**config.mk**
```make
export PLATFORM = sky130hd
export DESIGN_NAME = dac_input_latch_sleep
export DESIGN_NICKNAME = d
export VERILOG_FILES = /design/src/rtl/dac_latch_pkg.sv /design/src/rtl/dac_input_latch_sleep.sv /design/src/rtl/sync_two_ff.sv
export SDC_FILE = /design/constraint.sdc
export NUM_CORES = 1
export LEC_CHECK = 0
export ABC_AREA = 1
export BUFFER_PORTS_ARGS = -buffer_cell sky130_fd_sc_hd__buf_2
export CORE_ASPECT_RATIO = 0.8
export CORE_MARGIN = 2
export CORE_UTILIZATION = 51
export DETAILED_ROUTE_END_ITERATION = 6
export PLACE_DENSITY = 0.88
export SYNTH_ARGS = -nofsm -noshare
export SYNTH_HDL_FRONTEND = slang
export SYNTH_SLANG_ARGS = --single-unit
```
**constraint.sdc**
```tcl
create_clock -name clk_sys -period 2.84 [get_ports clk_sys]
set_clock_uncertainty 0.1 [all_clocks]
set_input_delay 0.284 -clock clk_sys [delete_from_list [all_inputs] [get_ports clk_sys]]
set_output_delay 0.284 -clock clk_sys [all_outputs]
set_load 0.02 [all_outputs]
```
**src/rtl/dac_latch_pkg.sv**
```systemverilog
package dac_latch_pkg;
   // ----------------------------------------
   // data path
   // ----------------------------------------
   localparam int            CODE_W     = 8;
   localparam int            WEIGHT_W   = 9;
   localparam int            FULL_DIV   = 256;
   localparam logic [7:0]    CODE_MAX   = 8'hff;
   localparam logic [7:0]    CODE_RESET = 8'h00;
   localparam logic [8:0]    WEIGHT_OFF = 9'h000;
   // ----------------------------------------
   // timing
   // ----------------------------------------
   localparam int            CLK_MHZ    = 100;
   localparam int            MAX_MSPS   = 125;
   localparam int            SLEEP_SYNC = 2;
endpackage

```
**src/rtl/dac_input_latch_sleep.sv**
```systemverilog
`timescale 1ns/1ps
// Contract
// (RULE1) one eight-bit sample word plus one clock, all bits presented together
// (RULE2) straight binary, bit 7 most significant, bit 0 least significant
// (RULE3) edge-triggered capture, output updated after each rising clock edge
// (RULE4) new sample accepted on every clock cycle at full rate; here only on edges with clkEn high
// (RULE5) primary weight equals latched code over 256 of full scale
// (RULE6) complementary weight equals 255 minus code over 256
// (RULE7) undriven sleep input reads as deasserted, converter stays enabled
// (RULE8) sleep high turns both outputs off, low resumes conversion
// (RULE9) code is zero until first edge, held unchanged during sleep
module dac_input_latch_sleep (
   // clock and reset
   input  wire logic       clk_sys,
   input  wire logic       resetn,
   input  wire logic       clkEn,
   // sample word
   input  wire logic [7:0] sampleWord,
   // power control pin, undriven reads low
   input  wire logic       sleepPin,
   // converter outputs, numerators over 256 of full scale
   output logic      [7:0] latchedCode,
   output logic      [8:0] weightPrimary,
   output logic      [8:0] weightComp,
   output logic            outputsOn
);
   // ----------------------------------------
   // sleep synchroniser
   // ----------------------------------------
   logic sleepSync;

   // sleep is a slow pin, so two flops of latency are harmless
   sync_two_ff #(
      .WIDTH (1)
   ) u_sleep_sync (
      .clk_sys (clk_sys),
      .resetn  (resetn),
      .clkEn   (clkEn),
      .asyncIn (sleepPin),
      .syncOut (sleepSync)
   );

   // sync output leads outputsOn by exactly one enabled edge
   a_sync_sleep: assert property ( // RULE8
      @(posedge clk_sys) disable iff (!resetn)
      (clkEn && sleepSync) |=> !outputsOn)
      else $error("sleep did not turn outputs off");

   a_sync_wake: assert property ( // RULE8
      @(posedge clk_sys) disable iff (!resetn)
      (clkEn && !sleepSync) |=> outputsOn)
      else $error("wake did not turn outputs on");

   a_sync_freeze: assert property ( // RULE8
      @(posedge clk_sys) disable iff (!resetn)
      !clkEn |=> $stable(sleepSync))
      else $error("sleep sync moved with clock enable low");

   // ----------------------------------------
   // state
   // ----------------------------------------
   typedef struct packed {
      logic [7:0] code;
      logic [8:0] wPri;
      logic [8:0] wComp;
      logic       on;
   } latch_s;

   latch_s state_reg;
   latch_s state_next;
   logic   awake;

   // unsigned numerator of an all-ones code, used by the checks
   logic [8:0] fullWeight;
   assign fullWeight = {1'b0, dac_latch_pkg::CODE_MAX};

   // a pull-down pin floats to zero, so only a driven one sleeps
   assign awake = ~sleepSync; // RULE7

   always_comb begin
      state_next = state_reg;
      if (clkEn) begin
         state_next.on = awake; // RULE8
         if (awake) begin
            // word taken whole on every awake edge with clkEn high, held when clkEn is low or during sleep
            state_next.code  = sampleWord; // RULE1 RULE3 RULE4
            // bit 7 weighs 128, plain binary
            state_next.wPri  = {1'b0, sampleWord}; // RULE2 RULE5
            state_next.wComp = {1'b0,
                                dac_latch_pkg::CODE_MAX - sampleWord}; // RULE6
         end else begin
            // code kept during sleep; the wake-up edge loads a fresh sample
            state_next.wPri  = dac_latch_pkg::WEIGHT_OFF; // RULE8 RULE9
            state_next.wComp = dac_latch_pkg::WEIGHT_OFF; // RULE8
         end
      end
   end

   always_ff @(posedge clk_sys or negedge resetn) begin
      if (!resetn) begin
         state_reg.code  <= dac_latch_pkg::CODE_RESET; // RULE9
         state_reg.wPri  <= dac_latch_pkg::WEIGHT_OFF;
         state_reg.wComp <= {1'b0, dac_latch_pkg::CODE_MAX};
         state_reg.on    <= 1'b1;
      end else begin
         state_reg <= state_next;
      end
   end

   assign latchedCode   = state_reg.code;
   assign weightPrimary = state_reg.wPri;
   assign weightComp    = state_reg.wComp;
   assign outputsOn     = state_reg.on;

   // ----------------------------------------
   // checks
   // ----------------------------------------
   a_capture_word: assert property ( // RULE3
      @(posedge clk_sys) disable iff (!resetn)
      (clkEn && !sleepSync) |=> latchedCode == $past(sampleWord))
      else $error("latched code does not follow sample word");

   a_every_cycle: assert property ( // RULE4
      @(posedge clk_sys) disable iff (!resetn)
      (clkEn && !sleepSync) [*2] |=> latchedCode == $past(sampleWord))
      else $error("back to back sample lost");

   a_primary_weight: assert property ( // RULE5
      @(posedge clk_sys) disable iff (!resetn)
      outputsOn |-> weightPrimary == {1'b0, latchedCode})
      else $error("primary weight wrong");

   a_comp_weight: assert property ( // RULE6
      @(posedge clk_sys) disable iff (!resetn)
      outputsOn |-> weightPrimary + weightComp == 9'h0ff)
      else $error("complementary weight wrong");

   a_msb_weight: assert property ( // RULE2
      @(posedge clk_sys) disable iff (!resetn)
      (outputsOn && latchedCode[7]) |-> weightPrimary >= 9'h080)
      else $error("msb not most significant");

   a_sleep_off: assert property ( // RULE8
      @(posedge clk_sys) disable iff (!resetn)
      (clkEn && sleepPin) [*3] |=> !outputsOn && weightPrimary == 9'h000
      && weightComp == 9'h000)
      else $error("outputs not off in sleep");

   a_sleep_hold: assert property ( // RULE9
      @(posedge clk_sys) disable iff (!resetn)
      !outputsOn && clkEn && sleepSync |=> $stable(latchedCode))
      else $error("code changed during sleep");

   a_low_awake: assert property ( // RULE7
      @(posedge clk_sys) disable iff (!resetn)
      (clkEn && !sleepPin) [*3] |=> outputsOn)
      else $error("low sleep pin did not enable");

   a_freeze: assert property ( // RULE1
      @(posedge clk_sys) disable iff (!resetn)
      !clkEn |=> $stable(latchedCode) && $stable(outputsOn))
      else $error("state moved with clock enable low");

   a_freeze_weights: assert property ( // RULE1
      @(posedge clk_sys) disable iff (!resetn)
      !clkEn |=> $stable(weightPrimary) && $stable(weightComp))
      else $error("weights moved with clock enable low");

   // ----------------------------------------
   // reset checks
   // ----------------------------------------
   // the converter has no reset input, so this is only our power-on state;
   // two low edges let the asynchronous clear land before sampling
   a_reset_code: assert property ( // RULE9
      @(posedge clk_sys)
      !resetn [*2] |-> latchedCode == dac_latch_pkg::CODE_RESET
      && outputsOn)
      else $error("code not zero out of reset");

   a_reset_weights: assert property ( // RULE6
      @(posedge clk_sys)
      !resetn [*2] |-> weightPrimary == dac_latch_pkg::WEIGHT_OFF
      && weightComp == fullWeight)
      else $error("weights wrong out of reset");

   // ----------------------------------------
   // capture and weight checks
   // ----------------------------------------
   a_word_whole: assert property ( // RULE1
      @(posedge clk_sys) disable iff (!resetn)
      (clkEn && !sleepSync) |=> weightPrimary[7:0] == $past(sampleWord))
      else $error("primary weight not the whole sample word");

   a_comp_capture: assert property ( // RULE6
      @(posedge clk_sys) disable iff (!resetn)
      (clkEn && !sleepSync) |=>
      weightComp == fullWeight - {1'b0, $past(sampleWord)})
      else $error("complementary weight does not track sample");

   a_lsb_side: assert property ( // RULE2
      @(posedge clk_sys) disable iff (!resetn)
      (outputsOn && !latchedCode[7]) |-> weightPrimary < 9'h080)
      else $error("code below msb weighs too much");

   a_pri_full: assert property ( // RULE5
      @(posedge clk_sys) disable iff (!resetn)
      (outputsOn && latchedCode == dac_latch_pkg::CODE_MAX)
      |-> weightPrimary == fullWeight)
      else $error("all ones code not near full scale");

   a_comp_empty: assert property ( // RULE6
      @(posedge clk_sys) disable iff (!resetn)
      (outputsOn && latchedCode == dac_latch_pkg::CODE_MAX)
      |-> weightComp == dac_latch_pkg::WEIGHT_OFF)
      else $error("complementary weight not empty at all ones");

   a_pri_empty: assert property ( // RULE5
      @(posedge clk_sys) disable iff (!resetn)
      (outputsOn && latchedCode == dac_latch_pkg::CODE_RESET)
      |-> weightPrimary == dac_latch_pkg::WEIGHT_OFF)
      else $error("zero code gives primary weight");

   // the ninth bit only exists to keep the arithmetic unsigned
   a_weight_range: assert property ( // RULE5
      @(posedge clk_sys) disable iff (!resetn)
      weightPrimary <= fullWeight && weightComp <= fullWeight)
      else $error("weight above full scale numerator");

   // ----------------------------------------
   // sleep output checks
   // ----------------------------------------
   a_off_zero: assert property ( // RULE8
      @(posedge clk_sys) disable iff (!resetn)
      !outputsOn |-> weightPrimary == dac_latch_pkg::WEIGHT_OFF
      && weightComp == dac_latch_pkg::WEIGHT_OFF)
      else $error("weights present while outputs off");

   a_sleep_code: assert property ( // RULE9
      @(posedge clk_sys) disable iff (!resetn)
      (clkEn && sleepSync) |=> $stable(latchedCode))
      else $error("code moved while sleep sampled");
endmodule

```
**src/rtl/sync_two_ff.sv**
```systemverilog
`timescale 1ns/1ps
module sync_two_ff #(
   parameter int WIDTH = 1
) (
   // clock and reset
   input  wire logic             clk_sys,
   input  wire logic             resetn,
   input  wire logic             clkEn,
   // data
   input  wire logic [WIDTH-1:0] asyncIn,
   output logic      [WIDTH-1:0] syncOut
);
   typedef struct packed {
      logic [WIDTH-1:0] stage1;
      logic [WIDTH-1:0] stage2;
   } sync_s;

   sync_s state_reg;
   sync_s state_next;

   always_comb begin
      state_next = state_reg;
      if (clkEn) begin
         state_next.stage1 = asyncIn;
         state_next.stage2 = state_reg.stage1;
      end
   end

   always_ff @(posedge clk_sys or negedge resetn) begin
      if (!resetn) begin
         state_reg <= '0;
      end else begin
         state_reg <= state_next;
      end
   end

   assign syncOut = state_reg.stage2;
endmodule

```
Yosys cells after proc, flatten, opt, wreduce, memory -nomap -nowiden
Index checks and enable logic that the tools add are counted.
{"block": "totals", "regBits": 29, "latch_bits": 0, "ram_bits": 0, "rom_bits": 0, "input_bits": 12, "output_inout_bits": 27, "word_cells": 10, "mem_count": 0}
{"block": "classes", "n_addsub": 1, "mul": 0, "n_div": 0, "magnitude_cmp": 0, "n_eq_ne": 0, "shift": 0, "muxes": 1, "bitwise": 1, "reduce_logical": 1}
{"cell": "two-way mux 17 bit", "count": 1}
{"cell": "subtractor 8 bit, first input constant", "count": 1}
{"cell": "AND reduction 2 bit", "count": 1}
{"cell": "inverter 1 bit", "count": 1}

Depth between registers and ports, before layout
{"block": "depth", "ltp_word": 2, "ltp_mapped": 5, "mapped_depth_nobuf": 4}

Hierarchy
A second synthesis with hierarchy kept.
{"block": "unflattened", "cells_unflattened": 118, "hier_area_um2": 1094.8}
{"mod": "dac_input_latch_sleep", "n_inst": 1, "cells_each": 109, "area_per_inst_um2": 1018.5, "seq_area_each_um2": 636.9}
{"mod": "sync_two_ff", "n_inst": 1, "cells_each": 9, "area_per_inst_um2": 76.3, "seq_area_each_um2": 50.0}

Least setup slack after synthesis
No wires, ideal clock.
{"block": "synth_timing", "kind": "register -> register", "startpoint": "reg u_sleep_sync.state_reg (netlist bit u_sleep_sync.syncOut)", "endpoint": "reg state_reg (netlist bit latchedCode[0])", "setup_ns": 0.118, "arrival_time_ns": 0.753, "slack_ns": 1.869, "path_stages_with_launch": 6, "cell_sequence": "dfrtp_1 buf_4 inv_4 nand2_4 nand2_1 nand2_1"}
{"block": "synth_via", "elab_chain_len": 2}
{"item": "from (decl)", "line_no": "sync_two_ff.sv:18", "text": "sync_s state_reg;"}
{"item": "from (signal assigned)", "line_no": "sync_two_ff.sv:33", "text": "state_reg <= state_next;"}
{"item": "inverter 1 bit (no line)"}
{"item": "AND reduction 2 bit (no line)"}
{"item": "to (signal assigned)", "line_no": "dac_input_latch_sleep.sv:106", "text": "state_reg <= state_next;"}
{"item": "to (decl)", "line_no": "dac_input_latch_sleep.sv:69", "text": "latch_s state_reg;"}
Every way passes these cells.
A chain may end at the register's enable or synchronous reset.

Worst setup path in the final report
{"block": "layout_timing", "startpoint": "reg state_reg (netlist bit weightComp[6])", "endpoint": "out weightComp[6]"}
{"item": "to (decl)", "line_no": "dac_input_latch_sleep.sv:24", "text": "output logic [8:0] weightComp,"}
No word-level cell between the ends.

==> results_dict.tcl <==
set metrics [dict create \
    status "complete, no violations" \
    initial_utilization_pct 55.1 \
    dieHeight_um 44.8 \
    fin_crit_sh_pct 49.6 \
    drive_gt1_share_pct 33.6 \
    crit_cells 1 \
    maxCapViolCount 0 \
    wire_per_inst_um 11.9 \
    synth_top_area_share_pct 42.4 \
    post_cts_buffers 0 \
    r2r-start "u_sleep_sync.syncOut$_DFFE_PN0P_" \
    timing.final.ws_setup_ps 1430 \
    critPathRequiredTime_ps 2460 \
    vias 866 \
    critPathCapture "weightComp[6]" \
    syn2layout_area_growth_pct 19.6 \
    root_buffer "clkbuf_4" \
    clkLatencyLatePin_ps 310 \
    cp_slowest_stage_delay_ps 560 \
    fillCellCount 160 \
    reg2reg_slack_ps 1700 \
    numCtsBuffers 3 \
    ys_warn_count 0 \
    rsz0062_at_grt "no" \
    clock-sinks 27 \
    relSlewSlack_pct 62.7 \
    drt_iter0_drc 16 \
    synth_area_um2 1060 \
    leakagePower_nw 0.741 \
    startpoint "weightComp[6]$_DFFE_PN1P_" \
    synth_area_leaders "dfrtp_1, dfstp_2, nand2_1" \
    antenna_found_initial 0 \
    cp.arrival_ps 1030 \
    crit_buf_inv 1 \
    cp_cell_sequence "buf_2" \
    diodes 0 \
    path_delay_family "flip-flops" \
    avgSynthCellArea_um2 9.16 \
    fp.dieW_um 55.0 \
    synth_cell_types 12 \
    fin_setup_tns_ps 0 \
    cpMaxStageDelayCell "dfstp_2" \
    io_buffers 36 \
    fin_crit_ps 1410 \
    crit_path_end_kind "output port" \
    cts_max_level 1 \
    cts_tree "done" \
    ys_ff_latch 27 \
    synth_seq_area_share_pct 64.7 \
    path_clk_slew_ps 130 \
    tightest_slew_ps 560 \
    hold_violations 0 \
    yosysTopAreaCell "dfrtp_1" \
    grt_pass1_vias 759 \
    grt_max_degree 28 \
    reg2reg_to "latchedCode[0]$_DFFE_PN0P_" \
    avgViaCountPerCell 4.92 \
    dr.pass1.iters 4 \
    gr-total-overflow 0 \
    cp_max_fo 2 \
    cts.path.max_buffers 2 \
    netlist_instances 116 \
    grt_usage_pct 19.3 \
    slew_viol_final 0 \
    place.gp.congestion 0.818 \
    crit_type "flop to output port" \
    hp-class "input pin to flop" \
    worst_setup_path_start_kind "flop" \
    powerDensity_nw_per_um2 645 \
    ir_worst_vdd_mv 0.463 \
    nets 165 \
    row_count 14 \
    coreArea_um2 1930 \
    worstRegToRegCells 4 \
    grt_pass1_wl_mm 3.30 \
    ios 39 \
    max_freq_mhz 709 \
    die-area_um2 2470 \
    drc 0 \
    setup_viol 0 \
    finalWirelength_mm 2.10 \
    hold_ws_ps 74.5 \
    drtAntennaViolNets 0 \
    hpwl_mm 1.57 \
    dpl_worst_slack_ps 1630 \
]
[per-stage QoR]
step / power, mW / cells / util [%] / area (um2)
after floorplan: 0.600 / 117 / - / 1070
after global placement: 0.664 / 171 / 64.0 / 1230
after detailed placement: 0.672 / 171 / 64.0 / 1230
after CTS: 0.828 / 176 / 65.9 / 1270
after global routing: 0.869 / 176 / 65.9 / 1270
final: 0.819 / 176 / 65.9 / 1270
[placed cells by master, fill, tap and decap left out]
master and count:
nand2_1 62, buf_2 36, nor2_1 8, inv_2 1
nand3_1 8, dfrtp_1 18, inv_4 1, clkbuf_1 1
nand2_4 1, dfstp_2 9, dlygate4sd3_1 1, conb_1 2
clkbuf_4 3, o21ai_0 1
[routing by layer]
metal,vias up,GRT usage (%),wire [um]
met5,-,0,0
met4,0,8.78,12
met3,2,2.98,149
met2,39,30.0,973
met1,403,26.7,958
li1,422,-,-
[worst min path at each step]
stage               slack (ps)          start  cells after the start                                     to
floorplan                 -110         resetn                      0             latchedCode[0]$_DFFE_PN0P_
global placement           200         resetn                      1             latchedCode[4]$_DFFE_PN0P_
detailed placement         210         resetn                      1             latchedCode[0]$_DFFE_PN0P_
CTS                         60  sampleWord[2]                      4              weightComp[2]$_DFFE_PN1P_
global route                50  sampleWord[1]                      4              weightComp[1]$_DFFE_PN1P_
finish                      70       sleepPin                      3  u_sleep_sync.state_reg[1]$_DFFE_PN0P_
[kinds of logic (layout without fill, tap and decap cells)]
| group | count (synthesis) | after routing | synth area share (%) |
|---|---|---|---|
| buffers and inverters | 8 | 43 | 4.95 |
| AND/OR/NAND/NOR | 79 | 79 | 29.6 |
| other | 1 | 2 | 0.353 |
| AO/OA/AOI/OAI | 1 | 1 | 0.471 |
| flip-flops | 27 | 27 | 64.7 |
[synth_stat cells (all sizes together)]
cell type   n
buf         6
dfstp       9
nand2      63
nor2        8
nand3       8
conb        1
o21ai       1
inv         2
dfrtp      18
[final cells by class]
class / instances / area, um2 / area share, %
clock buffer: 4 / 26.3 / 2.07
inverter: 2 / 10.0 / 0.788
multi-input combinational: 82 / 327 / 25.7
sequential: 27 / 687 / 54.1
tap: 24 / 30.0 / 2.36
timing repair buffer: 37 / 190 / 15.0
[power breakdown]
part           internal, mW  leakage, nW  switching, mW
sequential            0.442        0.319         0.0283
combinational        0.0606        0.407          0.132
clock                0.0548       0.0150          0.100
[timing repair]
| item | in CTS | in global routing |
|---|---|---|
| gates resized for setup | 0 | 0 |
| endpoints found under the hold margin | 18 | 0 |
| endpoints found under the setup margin | 0 | 0 |
| hold buffers | 1 | 0 |
(Power assumes the default switching activity.)
